$ cat src/tpg_consts.vh
/*
 * constants for the timer / pulse generator: register offsets,
 * field positions, reset values and timing counts.
 * assumes it is included by bare name from the design files.
 */
`ifndef TPG_CONSTS_VH
`define TPG_CONSTS_VH

// ----------------------------------------
// register byte offsets
// ----------------------------------------
`define TPG_MODE_OFS 12'hF90
`define TPG_MODULO_LOW_REG_OFS 12'hF94
`define TPG_MODULO_HIGH_REG_OFS 12'hF98
`define TPG_STAT_OFS 12'hF9C
`define TPG_RELOAD_OFS 12'hFA0

// ----------------------------------------
// mode register fields
// ----------------------------------------
`define TPG_MODE_SEL 0
`define TPG_RUN_EN 1
`define TPG_RELOAD_EN 3
`define TPG_STATIC_LVL 4
`define TPG_PULSE_SEL 5
`define TPG_PIN_EN 7
`define TPG_MODE_RMASK 8'hBB
`define TPG_MODE_RST 8'h00
`define TPG_MOD_RST 8'h00

// ----------------------------------------
// timing counter widths in bits, basic and secondary periods are 2^n main clock cycles
// ----------------------------------------
`define TPG_BASIC_BITS 10
`define TPG_SECOND_BITS 15
`define TPG_PWM_BITS 14

// ----------------------------------------
// bus answers
// ----------------------------------------
`define TPG_RESP_OKAY 2'h0
`define TPG_RESP_SLVERR 2'h2

`endif

$ cat src/pwm_core.v
/*
 * 14-bit pwm engine: basic period of 2^10 clocks, secondary period
 * of 2^15 clocks, active-low output, one period end pulse per secondary period.
 * assumes the latch value is stable or changes only between cycles.
 */
`timescale 1ns/1ps
`include "tpg_consts.vh"

module pwm_core #(
    parameter BASIC_BITS = `TPG_BASIC_BITS,
    parameter SECOND_BITS = `TPG_SECOND_BITS,
    parameter PWM_BITS = `TPG_PWM_BITS
) (
    input wire aclk,
    input wire aresetn,
    input wire run,
    input wire [PWM_BITS-1:0] latch_value,
    output reg pwm_out_reg,
    output reg period_end_reg
);

    localparam SUB_BITS = SECOND_BITS - BASIC_BITS;
    localparam FRAC_BITS = PWM_BITS - BASIC_BITS;

    reg [SECOND_BITS-1:0] cnt_reg;
    wire [BASIC_BITS-1:0] phase;
    wire [SUB_BITS-1:0] sub_index;
    wire [BASIC_BITS-1:0] base_width;
    wire [SUB_BITS-1:0] extra_limit;
    wire extra;

    assign phase = cnt_reg[BASIC_BITS-1:0];
    assign sub_index = cnt_reg[SECOND_BITS-1:BASIC_BITS];
    assign base_width = latch_value[PWM_BITS-1:FRAC_BITS];
    // fraction spread
    // low nibble adds one clock in 2*frac of the 32 basic periods,
    // so mean low time stays exactly value/16 clocks per period
    assign extra_limit = {latch_value[FRAC_BITS-1:0], 1'b0};
    assign extra = (sub_index < extra_limit);

    // ----------------------------------------
    // period counter and output
    // ----------------------------------------
    always @(posedge aclk) begin
        if (!aresetn) begin
            cnt_reg <= {SECOND_BITS{1'b0}};
            pwm_out_reg <= 1'b1;
            period_end_reg <= 1'b0;
        end else if (!run) begin
            cnt_reg <= {SECOND_BITS{1'b0}};
            pwm_out_reg <= 1'b1;
            period_end_reg <= 1'b0;
        end else begin
            cnt_reg <= cnt_reg + 1'b1;
            pwm_out_reg <= !((phase < base_width) ||
                ((phase == base_width) && extra));
            period_end_reg <= (cnt_reg == {SECOND_BITS{1'b1}});
        end
    end

endmodule

$ cat src/timer_pulse_generator.v
/*
 * timer / pulse generator with an axi4-lite register slave.
 * timer mode: prescaled 8-bit interval timer with square wave.
 * pwm mode: 14-bit active-low pwm and a periodic event.
 * assumes a single clock and synchronous active-low reset.
 */
// How it works
// - reset clears the whole mode register
// - mode bit 0 pwm, 1 timer
// - run enable low halts timer and pwm counters
// - reload enable gates latch, writable alone
// - static level bit drives static latch
// - pulse select picks static or waveform
// - pin enable low tri-states pin
// - low picks prescaler, high holds count
// - timer starts on run rising edge
// - square wave frequency fx over divisor(n+1)
// - irq flag set every second timer interval, on square wave fall
// - pwm mode drives 14-bit pwm
// - pwm irq every 2^15 clocks
// - stopping timer may set irq flag
// - latch is high plus low bits 7:2
// - 2^10 basic within 2^15 secondary period
`timescale 1ns/1ps
`include "tpg_consts.vh"

module timer_pulse_generator #(
    parameter ADDR_WIDTH = 12
) (
    input wire aclk,
    input wire aresetn,
    input wire [ADDR_WIDTH-1:0] s_axi_awaddr,
    input wire s_axi_awvalid,
    output wire s_axi_awready,
    input wire [31:0] s_axi_wdata,
    input wire [3:0] s_axi_wstrb,
    input wire s_axi_wvalid,
    output wire s_axi_wready,
    output reg [1:0] s_axi_bresp,
    output reg s_axi_bvalid,
    input wire s_axi_bready,
    input wire [ADDR_WIDTH-1:0] s_axi_araddr,
    input wire s_axi_arvalid,
    output wire s_axi_arready,
    output reg [31:0] s_axi_rdata,
    output reg [1:0] s_axi_rresp,
    output reg s_axi_rvalid,
    input wire s_axi_rready,
    output reg pulse_out_pin_o,
    output reg pulse_out_pin_oe,
    output reg pulse_gen_irq_flag
);

    // ----------------------------------------
    // registers
    // ----------------------------------------
    reg [7:0] pulse_gen_mode_reg;
    reg [7:0] modulo_low_reg;
    reg [7:0] modulo_high_reg;
    reg [7:0] latch_high_reg;
    reg [5:0] latch_low_reg;
    reg run_d_reg;
    reg [6:0] pre_cnt_reg;
    reg [7:0] int_cnt_reg;
    reg toggle_reg;

    wire mode_select_bit;
    wire run_enable_bit;
    wire reload_enable_bit;
    wire static_level_bit;
    wire pulse_select_bit;
    wire pin_drive_enable_bit;

    assign mode_select_bit = pulse_gen_mode_reg[`TPG_MODE_SEL];
    assign run_enable_bit = pulse_gen_mode_reg[`TPG_RUN_EN];
    assign reload_enable_bit = pulse_gen_mode_reg[`TPG_RELOAD_EN];
    assign static_level_bit = pulse_gen_mode_reg[`TPG_STATIC_LVL];
    assign pulse_select_bit = pulse_gen_mode_reg[`TPG_PULSE_SEL];
    assign pin_drive_enable_bit = pulse_gen_mode_reg[`TPG_PIN_EN];

    // ----------------------------------------
    // axi4-lite write channel
    // ----------------------------------------
    reg aw_held_reg;
    reg w_held_reg;
    reg [ADDR_WIDTH-1:0] waddr_reg;
    reg [7:0] wbyte_reg;
    reg wlane_reg;
    wire wr_fire;
    wire wr_mode;
    wire wr_low;
    wire wr_high;
    wire wr_stat;
    wire wr_reload;
    wire wr_hit;

    assign s_axi_awready = !aw_held_reg && !s_axi_bvalid;
    assign s_axi_wready = !w_held_reg && !s_axi_bvalid;
    assign wr_fire = aw_held_reg && w_held_reg && !s_axi_bvalid;
    assign wr_mode = (waddr_reg == `TPG_MODE_OFS);
    assign wr_low = (waddr_reg == `TPG_MODULO_LOW_REG_OFS);
    assign wr_high = (waddr_reg == `TPG_MODULO_HIGH_REG_OFS);
    assign wr_stat = (waddr_reg == `TPG_STAT_OFS);
    assign wr_reload = (waddr_reg == `TPG_RELOAD_OFS);
    assign wr_hit = wr_mode || wr_low || wr_high || wr_stat || wr_reload;

    always @(posedge aclk) begin
        if (!aresetn) begin
            aw_held_reg <= 1'b0;
            w_held_reg <= 1'b0;
            waddr_reg <= {ADDR_WIDTH{1'b0}};
            wbyte_reg <= 8'h00;
            wlane_reg <= 1'b0;
            s_axi_bvalid <= 1'b0;
            s_axi_bresp <= `TPG_RESP_OKAY;
        end else begin
            if (s_axi_awvalid && s_axi_awready) begin
                aw_held_reg <= 1'b1;
                waddr_reg <= {s_axi_awaddr[ADDR_WIDTH-1:2], 2'b00};
            end
            if (s_axi_wvalid && s_axi_wready) begin
                w_held_reg <= 1'b1;
                wbyte_reg <= s_axi_wdata[7:0];
                wlane_reg <= s_axi_wstrb[0];
            end
            if (wr_fire) begin
                aw_held_reg <= 1'b0;
                w_held_reg <= 1'b0;
                s_axi_bvalid <= 1'b1;
                s_axi_bresp <= wr_hit ? `TPG_RESP_OKAY : `TPG_RESP_SLVERR;
            end else if (s_axi_bvalid && s_axi_bready) begin
                s_axi_bvalid <= 1'b0;
            end
        end
    end

    // ----------------------------------------
    // register writes
    // ----------------------------------------
    wire wr_byte;
    assign wr_byte = wr_fire && wlane_reg;

    always @(posedge aclk) begin
        if (!aresetn) begin
            pulse_gen_mode_reg <= `TPG_MODE_RST;
            modulo_low_reg <= `TPG_MOD_RST;
            modulo_high_reg <= `TPG_MOD_RST;
        end else if (wr_byte) begin
            if (wr_mode) begin
                // reserved bits 6 and 2 never hold a one
                pulse_gen_mode_reg <= wbyte_reg & `TPG_MODE_RMASK;
            end
            if (wr_reload) begin
                pulse_gen_mode_reg[`TPG_RELOAD_EN] <= wbyte_reg[0];
            end
            if (wr_low) begin
                modulo_low_reg <= wbyte_reg;
            end
            if (wr_high) begin
                modulo_high_reg <= wbyte_reg;
            end
        end
    end

    // ----------------------------------------
    // modulo latch
    // ----------------------------------------
    always @(posedge aclk) begin
        if (!aresetn) begin
            latch_high_reg <= `TPG_MOD_RST;
            latch_low_reg <= 6'h00;
        end else if (reload_enable_bit) begin
            // high plus low 7:2
            // transfer is continuous while enabled, so both halves
            // arrive together once software sets the bit again
            latch_high_reg <= modulo_high_reg;
            latch_low_reg <= modulo_low_reg[7:2];
        end
    end

    // ----------------------------------------
    // timer mode
    // ----------------------------------------
    wire timer_run;
    wire pwm_run;
    reg [6:0] half_div;
    wire pre_tick;
    wire terminal;
    wire toggle_fall;

    assign timer_run = run_enable_bit && mode_select_bit;
    assign pwm_run = run_enable_bit && !mode_select_bit;

    // one-hot divisor decode
    // the counter steps at half the divisor so that a full square
    // wave cycle, two toggles, spans divisor times (n+1) clocks
    always @* begin
        case (latch_low_reg[4:0])
            5'h01: half_div = 7'h7F;
            5'h02: half_div = 7'h3F;
            5'h04: half_div = 7'h1F;
            5'h08: half_div = 7'h0F;
            5'h10: half_div = 7'h07;
            default: half_div = 7'h7F;
        endcase
    end

    assign pre_tick = timer_run && (pre_cnt_reg == half_div);
    assign terminal = pre_tick && (int_cnt_reg == latch_high_reg);

    always @(posedge aclk) begin
        if (!aresetn) begin
            run_d_reg <= 1'b0;
            pre_cnt_reg <= 7'h00;
            int_cnt_reg <= 8'h00;
            toggle_reg <= 1'b0;
        end else begin
            run_d_reg <= timer_run;
            if (!timer_run || !run_d_reg) begin
                pre_cnt_reg <= 7'h00;
                int_cnt_reg <= 8'h00;
            end else if (pre_tick) begin
                pre_cnt_reg <= 7'h00;
                if (terminal) begin
                    int_cnt_reg <= 8'h00;
                end else begin
                    int_cnt_reg <= int_cnt_reg + 8'h01;
                end
            end else begin
                pre_cnt_reg <= pre_cnt_reg + 7'h01;
            end
            if (!timer_run) begin
                toggle_reg <= 1'b0;
            end else if (terminal) begin
                toggle_reg <= !toggle_reg;
            end
        end
    end

    assign toggle_fall = toggle_reg && (!timer_run || terminal);

    // ----------------------------------------
    // pwm mode
    // ----------------------------------------
    wire pwm_wave;
    wire pwm_period_end;

    pwm_core #(
        .BASIC_BITS(`TPG_BASIC_BITS),
        .SECOND_BITS(`TPG_SECOND_BITS),
        .PWM_BITS(`TPG_PWM_BITS)
    ) u_pwm (
        .aclk(aclk),
        .aresetn(aresetn),
        .run(pwm_run),
        .latch_value({latch_high_reg, latch_low_reg}),
        .pwm_out_reg(pwm_wave),
        .period_end_reg(pwm_period_end)
    );

    // ----------------------------------------
    // interrupt request flag
    // ----------------------------------------
    wire irq_set;
    wire irq_clr;

    assign irq_set = toggle_fall || (pwm_period_end && pwm_run);
    assign irq_clr = wr_byte && wr_stat && wbyte_reg[0];

    always @(posedge aclk) begin
        if (!aresetn) begin
            pulse_gen_irq_flag <= 1'b0;
        end else if (irq_set) begin
            pulse_gen_irq_flag <= 1'b1;
        end else if (irq_clr) begin
            pulse_gen_irq_flag <= 1'b0;
        end
    end

    // ----------------------------------------
    // output pin
    // ----------------------------------------
    reg pin_level_next;

    always @* begin
        if (pulse_select_bit) begin
            pin_level_next = mode_select_bit ? toggle_reg : pwm_wave;
        end else begin
            pin_level_next = static_level_bit;
        end
    end

    always @(posedge aclk) begin
        if (!aresetn) begin
            pulse_out_pin_o <= 1'b0;
            pulse_out_pin_oe <= 1'b0;
        end else begin
            pulse_out_pin_o <= pin_level_next;
            pulse_out_pin_oe <= pin_drive_enable_bit;
        end
    end

    // ----------------------------------------
    // axi4-lite read channel
    // ----------------------------------------
    reg [7:0] rd_byte;
    reg rd_hit;
    wire [ADDR_WIDTH-1:0] raddr;

    assign s_axi_arready = !s_axi_rvalid;
    assign raddr = {s_axi_araddr[ADDR_WIDTH-1:2], 2'b00};

    always @* begin
        rd_hit = 1'b1;
        case (raddr)
            `TPG_MODE_OFS: rd_byte = pulse_gen_mode_reg;
            // low two bits carry nothing useful, read as zero
            `TPG_MODULO_LOW_REG_OFS: rd_byte = {modulo_low_reg[7:2], 2'b00};
            `TPG_MODULO_HIGH_REG_OFS: rd_byte = modulo_high_reg;
            `TPG_STAT_OFS: rd_byte = {6'h00, toggle_reg, pulse_gen_irq_flag};
            `TPG_RELOAD_OFS: rd_byte = {7'h00, reload_enable_bit};
            default: begin
                rd_byte = 8'h00;
                rd_hit = 1'b0;
            end
        endcase
    end

    always @(posedge aclk) begin
        if (!aresetn) begin
            s_axi_rvalid <= 1'b0;
            s_axi_rdata <= 32'h00000000;
            s_axi_rresp <= `TPG_RESP_OKAY;
        end else if (s_axi_arvalid && s_axi_arready) begin
            s_axi_rvalid <= 1'b1;
            s_axi_rdata <= {24'h000000, rd_byte};
            s_axi_rresp <= rd_hit ? `TPG_RESP_OKAY : `TPG_RESP_SLVERR;
        end else if (s_axi_rvalid && s_axi_rready) begin
            s_axi_rvalid <= 1'b0;
        end
    end

endmodule

$ cat config.mk
export PLATFORM = sky130hd
export DESIGN_NAME = timer_pulse_generator
export DESIGN_NICKNAME = d
export VERILOG_FILES = /design/src/pwm_core.v /design/src/timer_pulse_generator.v
export VERILOG_INCLUDE_DIRS = /design/src
export SDC_FILE = /design/constraint.sdc
export NUM_CORES = 1
export LEC_CHECK = 0
export BUFFER_PORTS_ARGS = -buffer_cell sky130_fd_sc_hd__clkbuf_2
export CAP_MARGIN = 10
export CORE_MARGIN = 2
export CORE_UTILIZATION = 49
export DETAILED_ROUTE_END_ITERATION = 10
export GPL_TIMING_DRIVEN = 0
export PLACE_DENSITY = 0.81
export SLEW_MARGIN = 5
export SYNTH_ARGS = -nofsm -noshare
export SYNTH_HDL_FRONTEND = slang
export SYNTH_SLANG_ARGS = --single-unit
$ cat constraint.sdc
create_clock -name aclk -period 2.14 [get_ports aclk]
set_input_delay 0.321 -clock aclk [delete_from_list [all_inputs] [get_ports aclk]]
set_output_delay 0.321 -clock aclk [all_outputs]
set_load 0.02 [all_outputs]
==> impl_metrics.yaml, run 1 <==
detailed_routing:
  drt_pre_antenna_iters: 4
  wl_um: 12100
  antenna_violation_net_count_after_detailed_routing: 0
  routed-via-count: 4279
  routed_via_density: 5.23
  routed_wire_length_per_instance_um: 14.7
  drt_iter0_markers: 204
  drc_errors: 0
worst_setup_path:
  worst_ep_arrival_time_ns: 2.58
  cp_data_required_time_ns: 2.45
  regToRegStartpoint: "latch_low_reg[2]"
  worstSetupStartpointType: "flop"
  timing.setup.critical_path_class: "flop to flop"
  crit_fanout: 8
  worstSetupEndpointType: "flop"
  critPathLaunch: "latch_low_reg[2]"
flow_run:
  max_cap_viol_count: 0
timing:
  timing.fmax_ghz: 0.442
  timing_max_transition_violations_final: 0
  setup_violations: 11
  hold_violations: 0
  timing.final.ws_setup_ns: -0.123
  slew_of_the_pin_with_the_lowest_slew_margin_ns: 0.765
  grt_setup_unrepaired: "true"
  totalNegativeSetupSlack_ns: -0.462
  holdWs_ns: 0.173
  relative_slew_margins_pct: 48.6
  finalCritPeriodShare_pct: 106
  final_setup_skew_ns: 0.0117
  layout_min_cycle_time_ns: 2.26
final_layout:
  fillers: 894
  largest_register_ff_count: 15
  drive_above_1_share_pct: 20.5
  area_growth_pct: 18.2
  total_nets_final: 760
  antennaDiodeCount: 0
synthesis:
  synth_edf_count: 0
  netlist.top_cell.by_area: "sky130_fd_sc_hd__dfxtp_1"
  yosysSeqAreaShare_pct: 39.9
  netlist_top_cells_count: "104 x sky130_fd_sc_hd__dfxtp_1, 52 x sky130_fd_sc_hd__nor2b_1, 49 x sky130_fd_sc_hd__nand2_1, 45 x sky130_fd_sc_hd__mux2i_1, 35 x sky130_fd_sc_hd__nor2_1"
  yosys_warnings: 0
  main_area_contributors_after_synthesis: "sky130_fd_sc_hd__dfxtp_1 40%, sky130_fd_sc_hd__mux2i_1 8.6%, sky130_fd_sc_hd__nor2b_1 6.2%"
  number_of_library_cell_types_mapped_by_synthesis: 56
  synth.top_cell.area_share_pct: 39.9
  synth-seq-cells: 104
  synthesis.instances: 576
  synth_most_common_cell: "sky130_fd_sc_hd__dfxtp_1"
  syn_area_per_cell_um2: 9.05
  syn_area_um2: 5220
  synth-main-ff-cell: "sky130_fd_sc_hd__dfxtp_1"
  async_reset_ff_share_pct: 0
floorplanning:
  die_w_um: 107
  core_region_area_um2: 10300
  cell_rows: 37
  design.portCount: 111
  die-area_um2: 11500
  initial_util_pct: 50.5
  dieHeight_um: 107
power:
  powerDensity_nw_per_um2: 572
  switching_share_pct: 25.1
  combPwrFrac_pct: 8.1
  power.leakage_nw: 2.59
  vdd_drop_max_uv: 355
  seq_power_share_pct: 56.5
  share_clk_of_total_power_pct: 35.5
  power.internal_w: 0.00264
  total_switching_power_w: 0.000885
global_route:
  antenna_found_initial: 0
  grt_pass1_vias: 4212
  grt_max_degree: 19
  total_routing_usage_gr_pct: 21.2
  grt_remaining_overflow: 0
  first_pass_grt_wire_length_um: 19500
run_status:
  failing_checks: "setup timing"
  outcome: "finished, violations left"
clock_network:
  cts.reportedPaths.clkPinSlew_ns: 0.11
  clkSinkCount: 104
  cts_bufs_inserted: 9
  tritoncts: "done"
  cts_htree_levels: 3
  clk_path_buf_depth: 2
  clock_latency_ns: 0.37
  cell_at_the_root_of_the_clock_tree: "sky130_fd_sc_hd__clkbuf_8"
placement:
  globalplace.congestion: 0.809
  place.detailed.hpwl_um: 8770
  io_buffers: 52
hold_path:
  holdCritStartpoint: "s_axi_awaddr[11]"
  holdCritPathClass: "input port to flop"
==> per-layer routing <==
layer | track usage (%) | vias to the layer above | wire (µm)
met1 | 24.8 | 2006 | 5020
met3 | 3.59 | 29 | 568
met2 | 38.4 | 112 | 6170
li1 | - | 2132 | -
met4 | 7.98 | 0 | 293
met5 | 0 | - | 0
==> power by group through the flow <==
| stage | logic, W | registers (W) | clock network, W |
|---|---|---|---|
| 5_1_grt | 0.000311 | 0.00200 | 0.00135 |
| 2_1_floorplan | 0.000202 | 0.00204 | 0 |
| 4_1_cts | 0.000283 | 0.00199 | 0.00126 |
| 6_report | 0.000284 | 0.00199 | 0.00125 |
| 3_3_place_gp | 0.000275 | 0.00204 | 0 |
| 3_5_place_dp | 0.000282 | 0.00204 | 0 |
==> worst paths after layout <==
| check | slack (ns) | to | cells after the start |
|---|---|---|---|
| worst max register to register | -0.12 | int_cnt_reg[5] | 9 |
| worst min-delay path | 0.17 | waddr_reg[11] | 3 |
| worst max-delay path | -0.12 | int_cnt_reg[5] | 9 |
| worst min register to register | 0.47 | waddr_reg[7] | 2 |
==> final cells by class <==
class | count | area [µm²] | share of cell area (%)
buffer | 51 | 342 | 5.54
clock buffer | 9 | 124 | 2.01
clock inverter | 7 | 77.6 | 1.26
inverter | 23 | 86.3 | 1.40
multi-input combinational | 421 | 2880 | 46.7
sequential | 104 | 2090 | 34.0
tap | 136 | 170 | 2.76
timing repair buffer | 67 | 389 | 6.31
==> per-stage QoR <==
step | cells | instance area, µm² | total power (W) | utilization (%) | setup slack (ns)
2_1_floorplan | 601 | 5310 | 0.00224 | - | 0.138
3_3_place_gp | 789 | 5740 | 0.00231 | 55.6 | -0.140
3_5_place_dp | 789 | 5740 | 0.00232 | 55.6 | -0.177
4_1_cts | 809 | 6000 | 0.00354 | 58.1 | 0.0125
5_1_grt | 818 | 6160 | 0.00366 | 59.7 | -0.165
6_report | 818 | 6160 | 0.00353 | 59.7 | -0.123
==> worst max-delay path, cell delays in order (launching register included) <==
cell                      delay (ns)
sky130_fd_sc_hd__dfxtp_2        0.36
sky130_fd_sc_hd__buf_4          0.13
sky130_fd_sc_hd__nor2_2         0.11
sky130_fd_sc_hd__or4b_4         0.48
sky130_fd_sc_hd__a32oi_4        0.28
sky130_fd_sc_hd__buf_6          0.15
sky130_fd_sc_hd__nor4_4         0.04
sky130_fd_sc_hd__or2_1          0.28
sky130_fd_sc_hd__buf_6          0.15
sky130_fd_sc_hd__o21ba_1        0.21
==> timing repair <==
item                                   CTS  global route
setup endpoints to repair               22            30
resized for setup                        7            18
endpoints found under the hold margin    0             0
hold buffers                             0             0
pin swaps                                5             6
buffers inserted                         5            10
==> cells in the final DEF, fill, tap and decap left out, types with 8 or more instances in the layout <==
master and instances:
sky130_fd_sc_hd__clkbuf_2 52, sky130_fd_sc_hd__o21ai_0 17, sky130_fd_sc_hd__a21boi_0 19, sky130_fd_sc_hd__xor2_1 20, sky130_fd_sc_hd__nor3_1 9, sky130_fd_sc_hd__xnor2_1 8
sky130_fd_sc_hd__and3_1 10, sky130_fd_sc_hd__nor2b_1 52, sky130_fd_sc_hd__nand3_1 22, sky130_fd_sc_hd__dfxtp_1 99, sky130_fd_sc_hd__conb_1 26, sky130_fd_sc_hd__clkbuf_1 19
sky130_fd_sc_hd__a22oi_1 8, sky130_fd_sc_hd__mux2i_1 45, sky130_fd_sc_hd__clkbuf_8 9, sky130_fd_sc_hd__buf_4 39, sky130_fd_sc_hd__inv_1 23, sky130_fd_sc_hd__nor2_1 34
sky130_fd_sc_hd__nand2_1 49, sky130_fd_sc_hd__ha_1 16, sky130_fd_sc_hd__a21oi_1 14
==> logic make-up after synthesis <==
family | count (synthesis) | share of synthesized area, %
buf+inv | 76 | 8.09
fa+ha+maj | 16 | 3.84
flops | 104 | 39.9
compound gates | 89 | 12.2
other cells | 1 | 0.0719
xor+xnor | 29 | 4.87
simple gates | 216 | 22.3
mux | 45 | 8.64
Power figures use the tool's default switching activity.
==> inputs of run 2 (changes only) <==
--- a/config.mk
+++ b/config.mk
@@ -12,8 +12,9 @@
 export CORE_UTILIZATION = 49
 export DETAILED_ROUTE_END_ITERATION = 10
 export GPL_TIMING_DRIVEN = 0
-export PLACE_DENSITY = 0.81
+export PLACE_DENSITY = 0.78
 export SLEW_MARGIN = 5
 export SYNTH_ARGS = -nofsm -noshare
 export SYNTH_HDL_FRONTEND = slang
+export SYNTH_HIERARCHICAL = 1
 export SYNTH_SLANG_ARGS = --single-unit
==> constraint.sdc (replaced) <==
create_clock -name aclk -period 2.3 [get_ports aclk]
set_input_delay 0.345 -clock aclk [delete_from_list [all_inputs] [get_ports aclk]]
set_output_delay 0.345 -clock aclk [all_outputs]
set_load 0.02 [all_outputs]
==> run 2 against run 1 <==
The run still ends with setup timing left. Power is 7.2% lower. Worst setup slack worse by 0.17 ns. Clock-buffer cell count increased by 1. Wire length is 3.1% lower. Flip-flop and latch count did not move. Non-clock buffer count down 7. Critical path type unchanged. First-iteration DRC count rose by 7.8%.
==> impl_metrics.yaml, run 2 <==
run_status:
  outcome: "finished, violations left"
  failing_checks: "setup timing"
worst_setup_path:
  crit_slowest_cell: "sky130_fd_sc_hd__or4b_4"
  crit_path_frequent_cell: "sky130_fd_sc_hd__or4_4"
  worst_ep_arrival_time_ns: 2.91
  reg2regPathDepth: 8
  critPathTopFamily: "simple AND/OR/NAND/NOR gates"
  worstSetupStartpointType: "flop"
  r2r_end: "int_cnt_reg[6]"
  crit_fanout: 4
  cp_cell_sequence: "buf_4 > or4_4 > o221ai_2 > o22ai_2 > or4b_4 > buf_6 > or4_4 > a21oi_2"
  regToRegStartpoint: "latch_low_reg[4]"
  path_buf_inv: 2
  setup.reg_to_reg.worst_slack_ns: -0.29
  timing.setup.critical_path_class: "flop to flop"
  critPathMaxStageDelay_ns: 0.51
  cp_data_required_time_ns: 2.62
  worstSetupEndpointType: "flop"
clock_network:
  cts_bufs_inserted: 9
  cts.reportedPaths.clkPinSlew_ns: 0.11
  clock_latency_ns: 0.38
  clk_path_buf_depth: 2
  cts_htree_levels: 3
  clkSinkCount: 104
  postCtsHoldBufs: 0
  cell_at_the_root_of_the_clock_tree: "sky130_fd_sc_hd__clkbuf_8"
  tritoncts: "done"
synthesis:
  synthesis.instances: 587
  synth-seq-cells: 104
  netlist_top_cells_count: "104 x sky130_fd_sc_hd__dfxtp_1, 72 x sky130_fd_sc_hd__nand2_1, 60 x sky130_fd_sc_hd__nor2_1, 39 x sky130_fd_sc_hd__mux2i_1, 35 x sky130_fd_sc_hd__nor2b_1"
  number_of_library_cell_types_mapped_by_synthesis: 55
  synth-main-ff-cell: "sky130_fd_sc_hd__dfxtp_1"
  syn_area_per_cell_um2: 8.81
  syn_area_um2: 5170
  yosysSeqAreaShare_pct: 40.3
  synth_most_common_cell: "sky130_fd_sc_hd__dfxtp_1"
  main_area_contributors_after_synthesis: "sky130_fd_sc_hd__dfxtp_1 40%, sky130_fd_sc_hd__mux2i_1 7.5%, sky130_fd_sc_hd__nand2_1 5.2%"
  yosys_warnings: 6
  synth.top_cell.area_share_pct: 40.3
  synth_edf_count: 0
  async_reset_ff_share_pct: 0
  netlist.top_cell.by_area: "sky130_fd_sc_hd__dfxtp_1"
timing:
  setup_violations: 16
  relative_slew_margins_pct: 49.8
  slew_of_the_pin_with_the_lowest_slew_margin_ns: 0.753
  finalCritPeriodShare_pct: 113
  timing.fmax_ghz: 0.386
  timing_max_transition_violations_final: 0
  layout_min_cycle_time_ns: 2.59
  hold_violations: 0
  timing.final.ws_setup_ns: -0.291
  grt_setup_unrepaired: "true"
  final_setup_skew_ns: 0.0152
power:
  powerDensity_nw_per_um2: 535
  vdd_drop_max_uv: 376
  combPwrFrac_pct: 7.8
  power.leakage_nw: 2.53
  share_clk_of_total_power_pct: 35.4
  total_switching_power_w: 0.000878
  report.power.total_w: 0.00327
  power.internal_w: 0.00239
  seq_power_share_pct: 56.8
  switching_share_pct: 26.8
floorplanning:
  die_w_um: 107
  design.portCount: 111
  initial_util_pct: 50.3
  core_region_area_um2: 10300
  dieHeight_um: 107
  cell_rows: 37
  die-area_um2: 11400
final_layout:
  fillers: 909
  antennaDiodeCount: 0
  register_area_um2: 2090
  post-route-util_pct: 59.4
  drive_above_1_share_pct: 21.1
  layout_common_cells: "101 x sky130_fd_sc_hd__dfxtp_1, 72 x sky130_fd_sc_hd__nand2_1, 59 x sky130_fd_sc_hd__nor2_1"
  multi_input_gate_area_in_the_final_layout_um2: 2870
  total_nets_final: 769
  layout_commonest_cell: "sky130_fd_sc_hd__dfxtp_1"
  area_growth_pct: 18.1
  largest_register_ff_count: 15
flow_run:
  max_cap_viol_count: 0
placement:
  dpl_ws_ns: -0.360
  io_buffers: 51
  place.detailed.hpwl_um: 8530
  globalplace.congestion: 0.866
detailed_routing:
  routed-via-count: 4309
  routed_via_density: 5.21
  routed_wire_length_per_instance_um: 14.1
  drt_iter0_markers: 220
  antenna_violation_net_count_after_detailed_routing: 0
  drt_pre_antenna_iters: 5
  wl_um: 11700
  drc_errors: 0
hold_path:
  holdCritStartpoint: "s_axi_wstrb[0]"
  holdCritPathClass: "input port to flop"
  hold-path-endpoint: "wlane_reg"
  min_path_cells: 3
global_route:
  total_routing_usage_gr_pct: 20.9
  antenna_found_initial: 0
  first_pass_grt_wire_length_um: 19200
  grt_remaining_overflow: 0
  grt_pass1_vias: 4139
  grt_max_degree: 21
==> run 2: cell types whose count changed after synthesis, moves of 5 or more <==
cell                       previous run  this run
sky130_fd_sc_hd__nor2b_1             52        35
sky130_fd_sc_hd__nand3_1             22        11
sky130_fd_sc_hd__nand3b_1             6         1
sky130_fd_sc_hd__and3_1              10         4
sky130_fd_sc_hd__clkbuf_1            21        16
sky130_fd_sc_hd__nor2_1              35        60
sky130_fd_sc_hd__mux2i_1             45        39
sky130_fd_sc_hd__nand2_1             49        72
==> run 2: power groups by stage <==
stage / sequential, W / clock, W / combinational (W)
final: 0.00186 / 0.00116 / 0.000256
after global routing: 0.00186 / 0.00125 / 0.000283
after CTS: 0.00186 / 0.00118 / 0.000255
after detailed placement: 0.00190 / 0 / 0.000254
after global placement: 0.00190 / 0 / 0.000248
after floorplan: 0.00190 / 0 / 0.000180
==> run 2: metal layers <==
metal / up-vias / part of all wire (%) / wire (µm) / global-route usage (%)
met3: 22 / 4.4 / 511 / 4.80
met4: 0 / 1.8 / 208 / 6.77
met5: - / 0 / 0 / 0
met2: 111 / 50 / 5840 / 36.0
met1: 2022 / 44 / 5130 / 25.9
li1: 2154 / - / - / -
==> run 2: worst max-delay path by stage <==
stage / start / endpoint / slack, ns / cells past startpoint
global placement: latch_low_reg[4] / int_cnt_reg[6] / -0.27 / 8
global route: latch_low_reg[2] / int_cnt_reg[6] / -0.35 / 8
CTS: latch_low_reg[2] / int_cnt_reg[6] / -0.26 / 7
finish: latch_low_reg[4] / int_cnt_reg[6] / -0.29 / 8
floorplan: latch_low_reg[0] / int_cnt_reg[6] / -0.14 / 7
detailed placement: latch_low_reg[4] / int_cnt_reg[6] / -0.36 / 8
==> run 2: cell type report <==
cell class	instances	share of cell area, %
inverter	24	1.47
tap	136	2.79
timing repair buffer	64	6.08
buffer	47	5.04
clock buffer	10	2.25
sequential	104	34.2
multi-input combinational	436	47.0
clock inverter	6	1.15
==> run 2: per-stage QoR <==
stage               TNS, ns  instances  cell area, µm²  hold slack [ns]
floorplan            -0.148        612            5270            0.418
global route          -3.19        827            6110            0.155
global placement      -1.80        799            5690            0.426
finish                -1.82        827            6110            0.165
detailed placement    -3.06        799            5690            0.460
CTS                   -1.36        823            6010            0.147
==> run 2: logic make-up (layout without fill, tap and decap cells) <==
| kind of cell | Yosys count | count (layout) | share of synthesized area (%) |
|---|---|---|---|
| AOI/OAI and AO/OA | 85 | 85 | 11.4 |
| adders and majority gates | 17 | 17 | 4.06 |
| buffers and inverters | 72 | 151 | 7.50 |
| and+or+nand+nor | 238 | 238 | 23.8 |
| DFF | 104 | 104 | 40.3 |
| xor gates and xnor gates | 29 | 29 | 4.91 |
| muxes | 41 | 41 | 7.98 |
| other | 1 | 26 | 0.0725 |
==> run 2: worst min-delay path: cells and delay by family <==
family / cells / cell delay, ns
simple gates: 1 / 0.04
buf+inv: 1 / 0.08
compound gates: 1 / 0.05
==> run 2: timing repair <==
| action | in CTS | in global routing |
|---|---|---|
| resized for setup | 14 | 21 |
| setup endpoints to repair | 16 | 22 |
| setup buffers | 9 | 4 |
| pin swaps | 10 | 10 |
==> inputs of run 3 (changes only) <==
--- a/config.mk
+++ b/config.mk
@@ -7,12 +7,12 @@
 export NUM_CORES = 1
 export LEC_CHECK = 0
 export BUFFER_PORTS_ARGS = -buffer_cell sky130_fd_sc_hd__clkbuf_2
-export CAP_MARGIN = 10
+export CAP_MARGIN = 5
 export CORE_MARGIN = 2
 export CORE_UTILIZATION = 49
 export DETAILED_ROUTE_END_ITERATION = 10
 export GPL_TIMING_DRIVEN = 0
-export PLACE_DENSITY = 0.78
+export PLACE_DENSITY_LB_ADDON = 0.25
 export SLEW_MARGIN = 5
 export SYNTH_ARGS = -nofsm -noshare
 export SYNTH_HDL_FRONTEND = slang
==> run 3 against run 2 <==
Final cell count shrank 0.73%. Sequential power is essentially flat. Largest power group unchanged. Global-route usage is 0.22 points higher. First-iteration DRC count fell by 16%. Critical path depth down 1. Clock-buffer cell count stayed put. Wire length about the same. Non-clock buffer count shrank 5. Worst setup slack better by 0.043 ns. The run still ends with setup timing left. Register-to-register slack better by 0.04 ns. Clock skew down 0.0016 ns.
==> impl_metrics.yaml, run 3 (synthesis results as in run 2) <==
placement:
  place.detailed.hpwl_um: 8610
  io_buffers: 51
  dpl-instance-area_um2: 5690
  globalplace.congestion: 0.836
clock_network:
  clk_path_buf_depth: 2
  postCtsHoldBufs: 0
  cell_at_the_root_of_the_clock_tree: "sky130_fd_sc_hd__clkbuf_8"
  clkSinkCount: 104
  clock_latency_ns: 0.38
  cts_htree_levels: 3
  cts_bufs_inserted: 9
  tritoncts: "done"
  cts.reportedPaths.clkPinSlew_ns: 0.10
run_status:
  outcome: "finished, violations left"
  failing_checks: "setup timing"
timing:
  grt_setup_unrepaired: "true"
  hold_violations: 0
  finalCritPeriodShare_pct: 111
  timing.final.ws_setup_ns: -0.248
  timing_max_transition_violations_final: 0
  relative_slew_margins_pct: 50.2
  holdWs_ns: 0.180
  layout_min_cycle_time_ns: 2.55
  slew_of_the_pin_with_the_lowest_slew_margin_ns: 0.735
  setup_violations: 7
  final_setup_skew_ns: 0.0136
  timing.fmax_ghz: 0.393
power:
  powerDensity_nw_per_um2: 560
  power.leakage_nw: 2.50
  vdd_drop_max_uv: 474
final_layout:
  drive_above_1_share_pct: 19.9
  register_area_um2: 2090
  layout_commonest_cell: "sky130_fd_sc_hd__dfxtp_1"
  fillers: 964
  antennaDiodeCount: 0
  total_nets_final: 764
  final_design_area_no_fill_um2: 6090
  layout_common_cells: "100 x sky130_fd_sc_hd__dfxtp_1, 72 x sky130_fd_sc_hd__nand2_1, 59 x sky130_fd_sc_hd__nor2_1"
  post-route-util_pct: 59.2
  area_growth_pct: 17.7
  largest_register_ff_count: 15
  multi_input_gate_area_in_the_final_layout_um2: 2880
detailed_routing:
  drt_pre_antenna_iters: 4
  routed_wire_length_per_instance_um: 14.2
  antenna_violation_net_count_after_detailed_routing: 0
  routed-via-count: 4252
  routed_via_density: 5.18
  drc_errors: 0
  drt_iter0_markers: 184
  wl_um: 11700
global_route:
  total_routing_usage_gr_pct: 21.2
  grt_max_degree: 18
  grt_pass1_vias: 4084
  grt_remaining_overflow: 0
  first_pass_grt_wire_length_um: 19400
  antenna_found_initial: 0
worst_setup_path:
  worstSetupEndpointType: "flop"
  crit_fanout: 5
  r2r_end: "int_cnt_reg[6]"
  endpoint: "int_cnt_reg[6]"
  worst_ep_arrival_time_ns: 2.85
  reg2regPathDepth: 7
  worstSetupStartpointType: "flop"
  setup.reg_to_reg.worst_slack_ns: -0.25
  regToRegStartpoint: "latch_low_reg[0]"
  cp_data_required_time_ns: 2.60
  timing.setup.critical_path_class: "flop to flop"
  critPathLaunch: "latch_low_reg[0]"
hold_path:
  holdCritStartpoint: "s_axi_wdata[7]"
  holdCritPathClass: "input port to flop"
flow_run:
  max_cap_viol_count: 0
floorplanning:
  initial_util_pct: 50.3
  dieHeight_um: 107
  design.portCount: 111
  cell_rows: 37
  die_w_um: 107
  die-area_um2: 11400
  core_region_area_um2: 10300
-- run 3: cell types whose count changed in the layout (fill, tap and decap cells not counted), sizes merged --
cell    change
bufinv      +2
clkbuf      +1
inv         -1
buf         -6
clkinv      -2
-- run 3: per-stage QoR --
step                      setup TNS, ns  instances  power, W  worst slack [ns]
after CTS                        -0.877        821   0.00342            -0.260
after detailed placement          -4.37        799   0.00216            -0.424
after global placement            -2.73        799   0.00215            -0.297
after floorplan                  -0.148        612   0.00208            -0.135
final                            -0.813        821   0.00341            -0.248
after global routing              -2.54        821   0.00352            -0.317
-- run 3: critical path, cell delays in order (launching register included) --
cell and delay, ns:
sky130_fd_sc_hd__dfxtp_4 0.36, sky130_fd_sc_hd__or4_4 0.54, sky130_fd_sc_hd__o221ai_2 0.19, sky130_fd_sc_hd__o22ai_2 0.11, sky130_fd_sc_hd__or4b_4 0.52, sky130_fd_sc_hd__buf_6 0.14
sky130_fd_sc_hd__or4_1 0.47, sky130_fd_sc_hd__a21oi_1 0.15
-- run 3: layer usage --
layer  track usage [%]  up-vias  wire length, µm
li1                  -     2146                -
met1              26.6     1990             5190
met2              36.2       99             5690
met5                 0        -                0
met3              4.56       17              616
met4              6.86        0              205
-- run 3: how the worst min path moves through the flow --
stage / end / cells past startpoint
global route: wbyte_reg[1] / 3
detailed placement: pre_cnt_reg[0] / 1
CTS: wbyte_reg[7] / 3
finish: wbyte_reg[7] / 3
global placement: pre_cnt_reg[0] / 1
floorplan: pre_cnt_reg[0] / 1
-- run 3: power by group --
part	leakage, nW	internal, W	switching [W]
registers	0.844	0.00183	0.0000275
clock network	0.114	0.000649	0.000648
logic	1.54	0.000104	0.000153
total	2.50	0.00258	0.000828
-- run 3: area by class of cell --
class | instances | share of cell area [%]
buffer | 46 | 4.99
clock buffer | 10 | 2.26
clock inverter | 5 | 1.42
inverter | 24 | 1.48
tap | 136 | 2.80
timing repair buffer | 60 | 5.36
multi-input combinational | 436 | 47.4
sequential | 104 | 34.3
-- run 3: what timing repair did --
action | 4_1_cts | 5_1_grt
pin swaps | 11 | 4
gates resized for setup | 18 | 8
buffers inserted | 9 | 0
endpoints found under the setup margin | 21 | 20
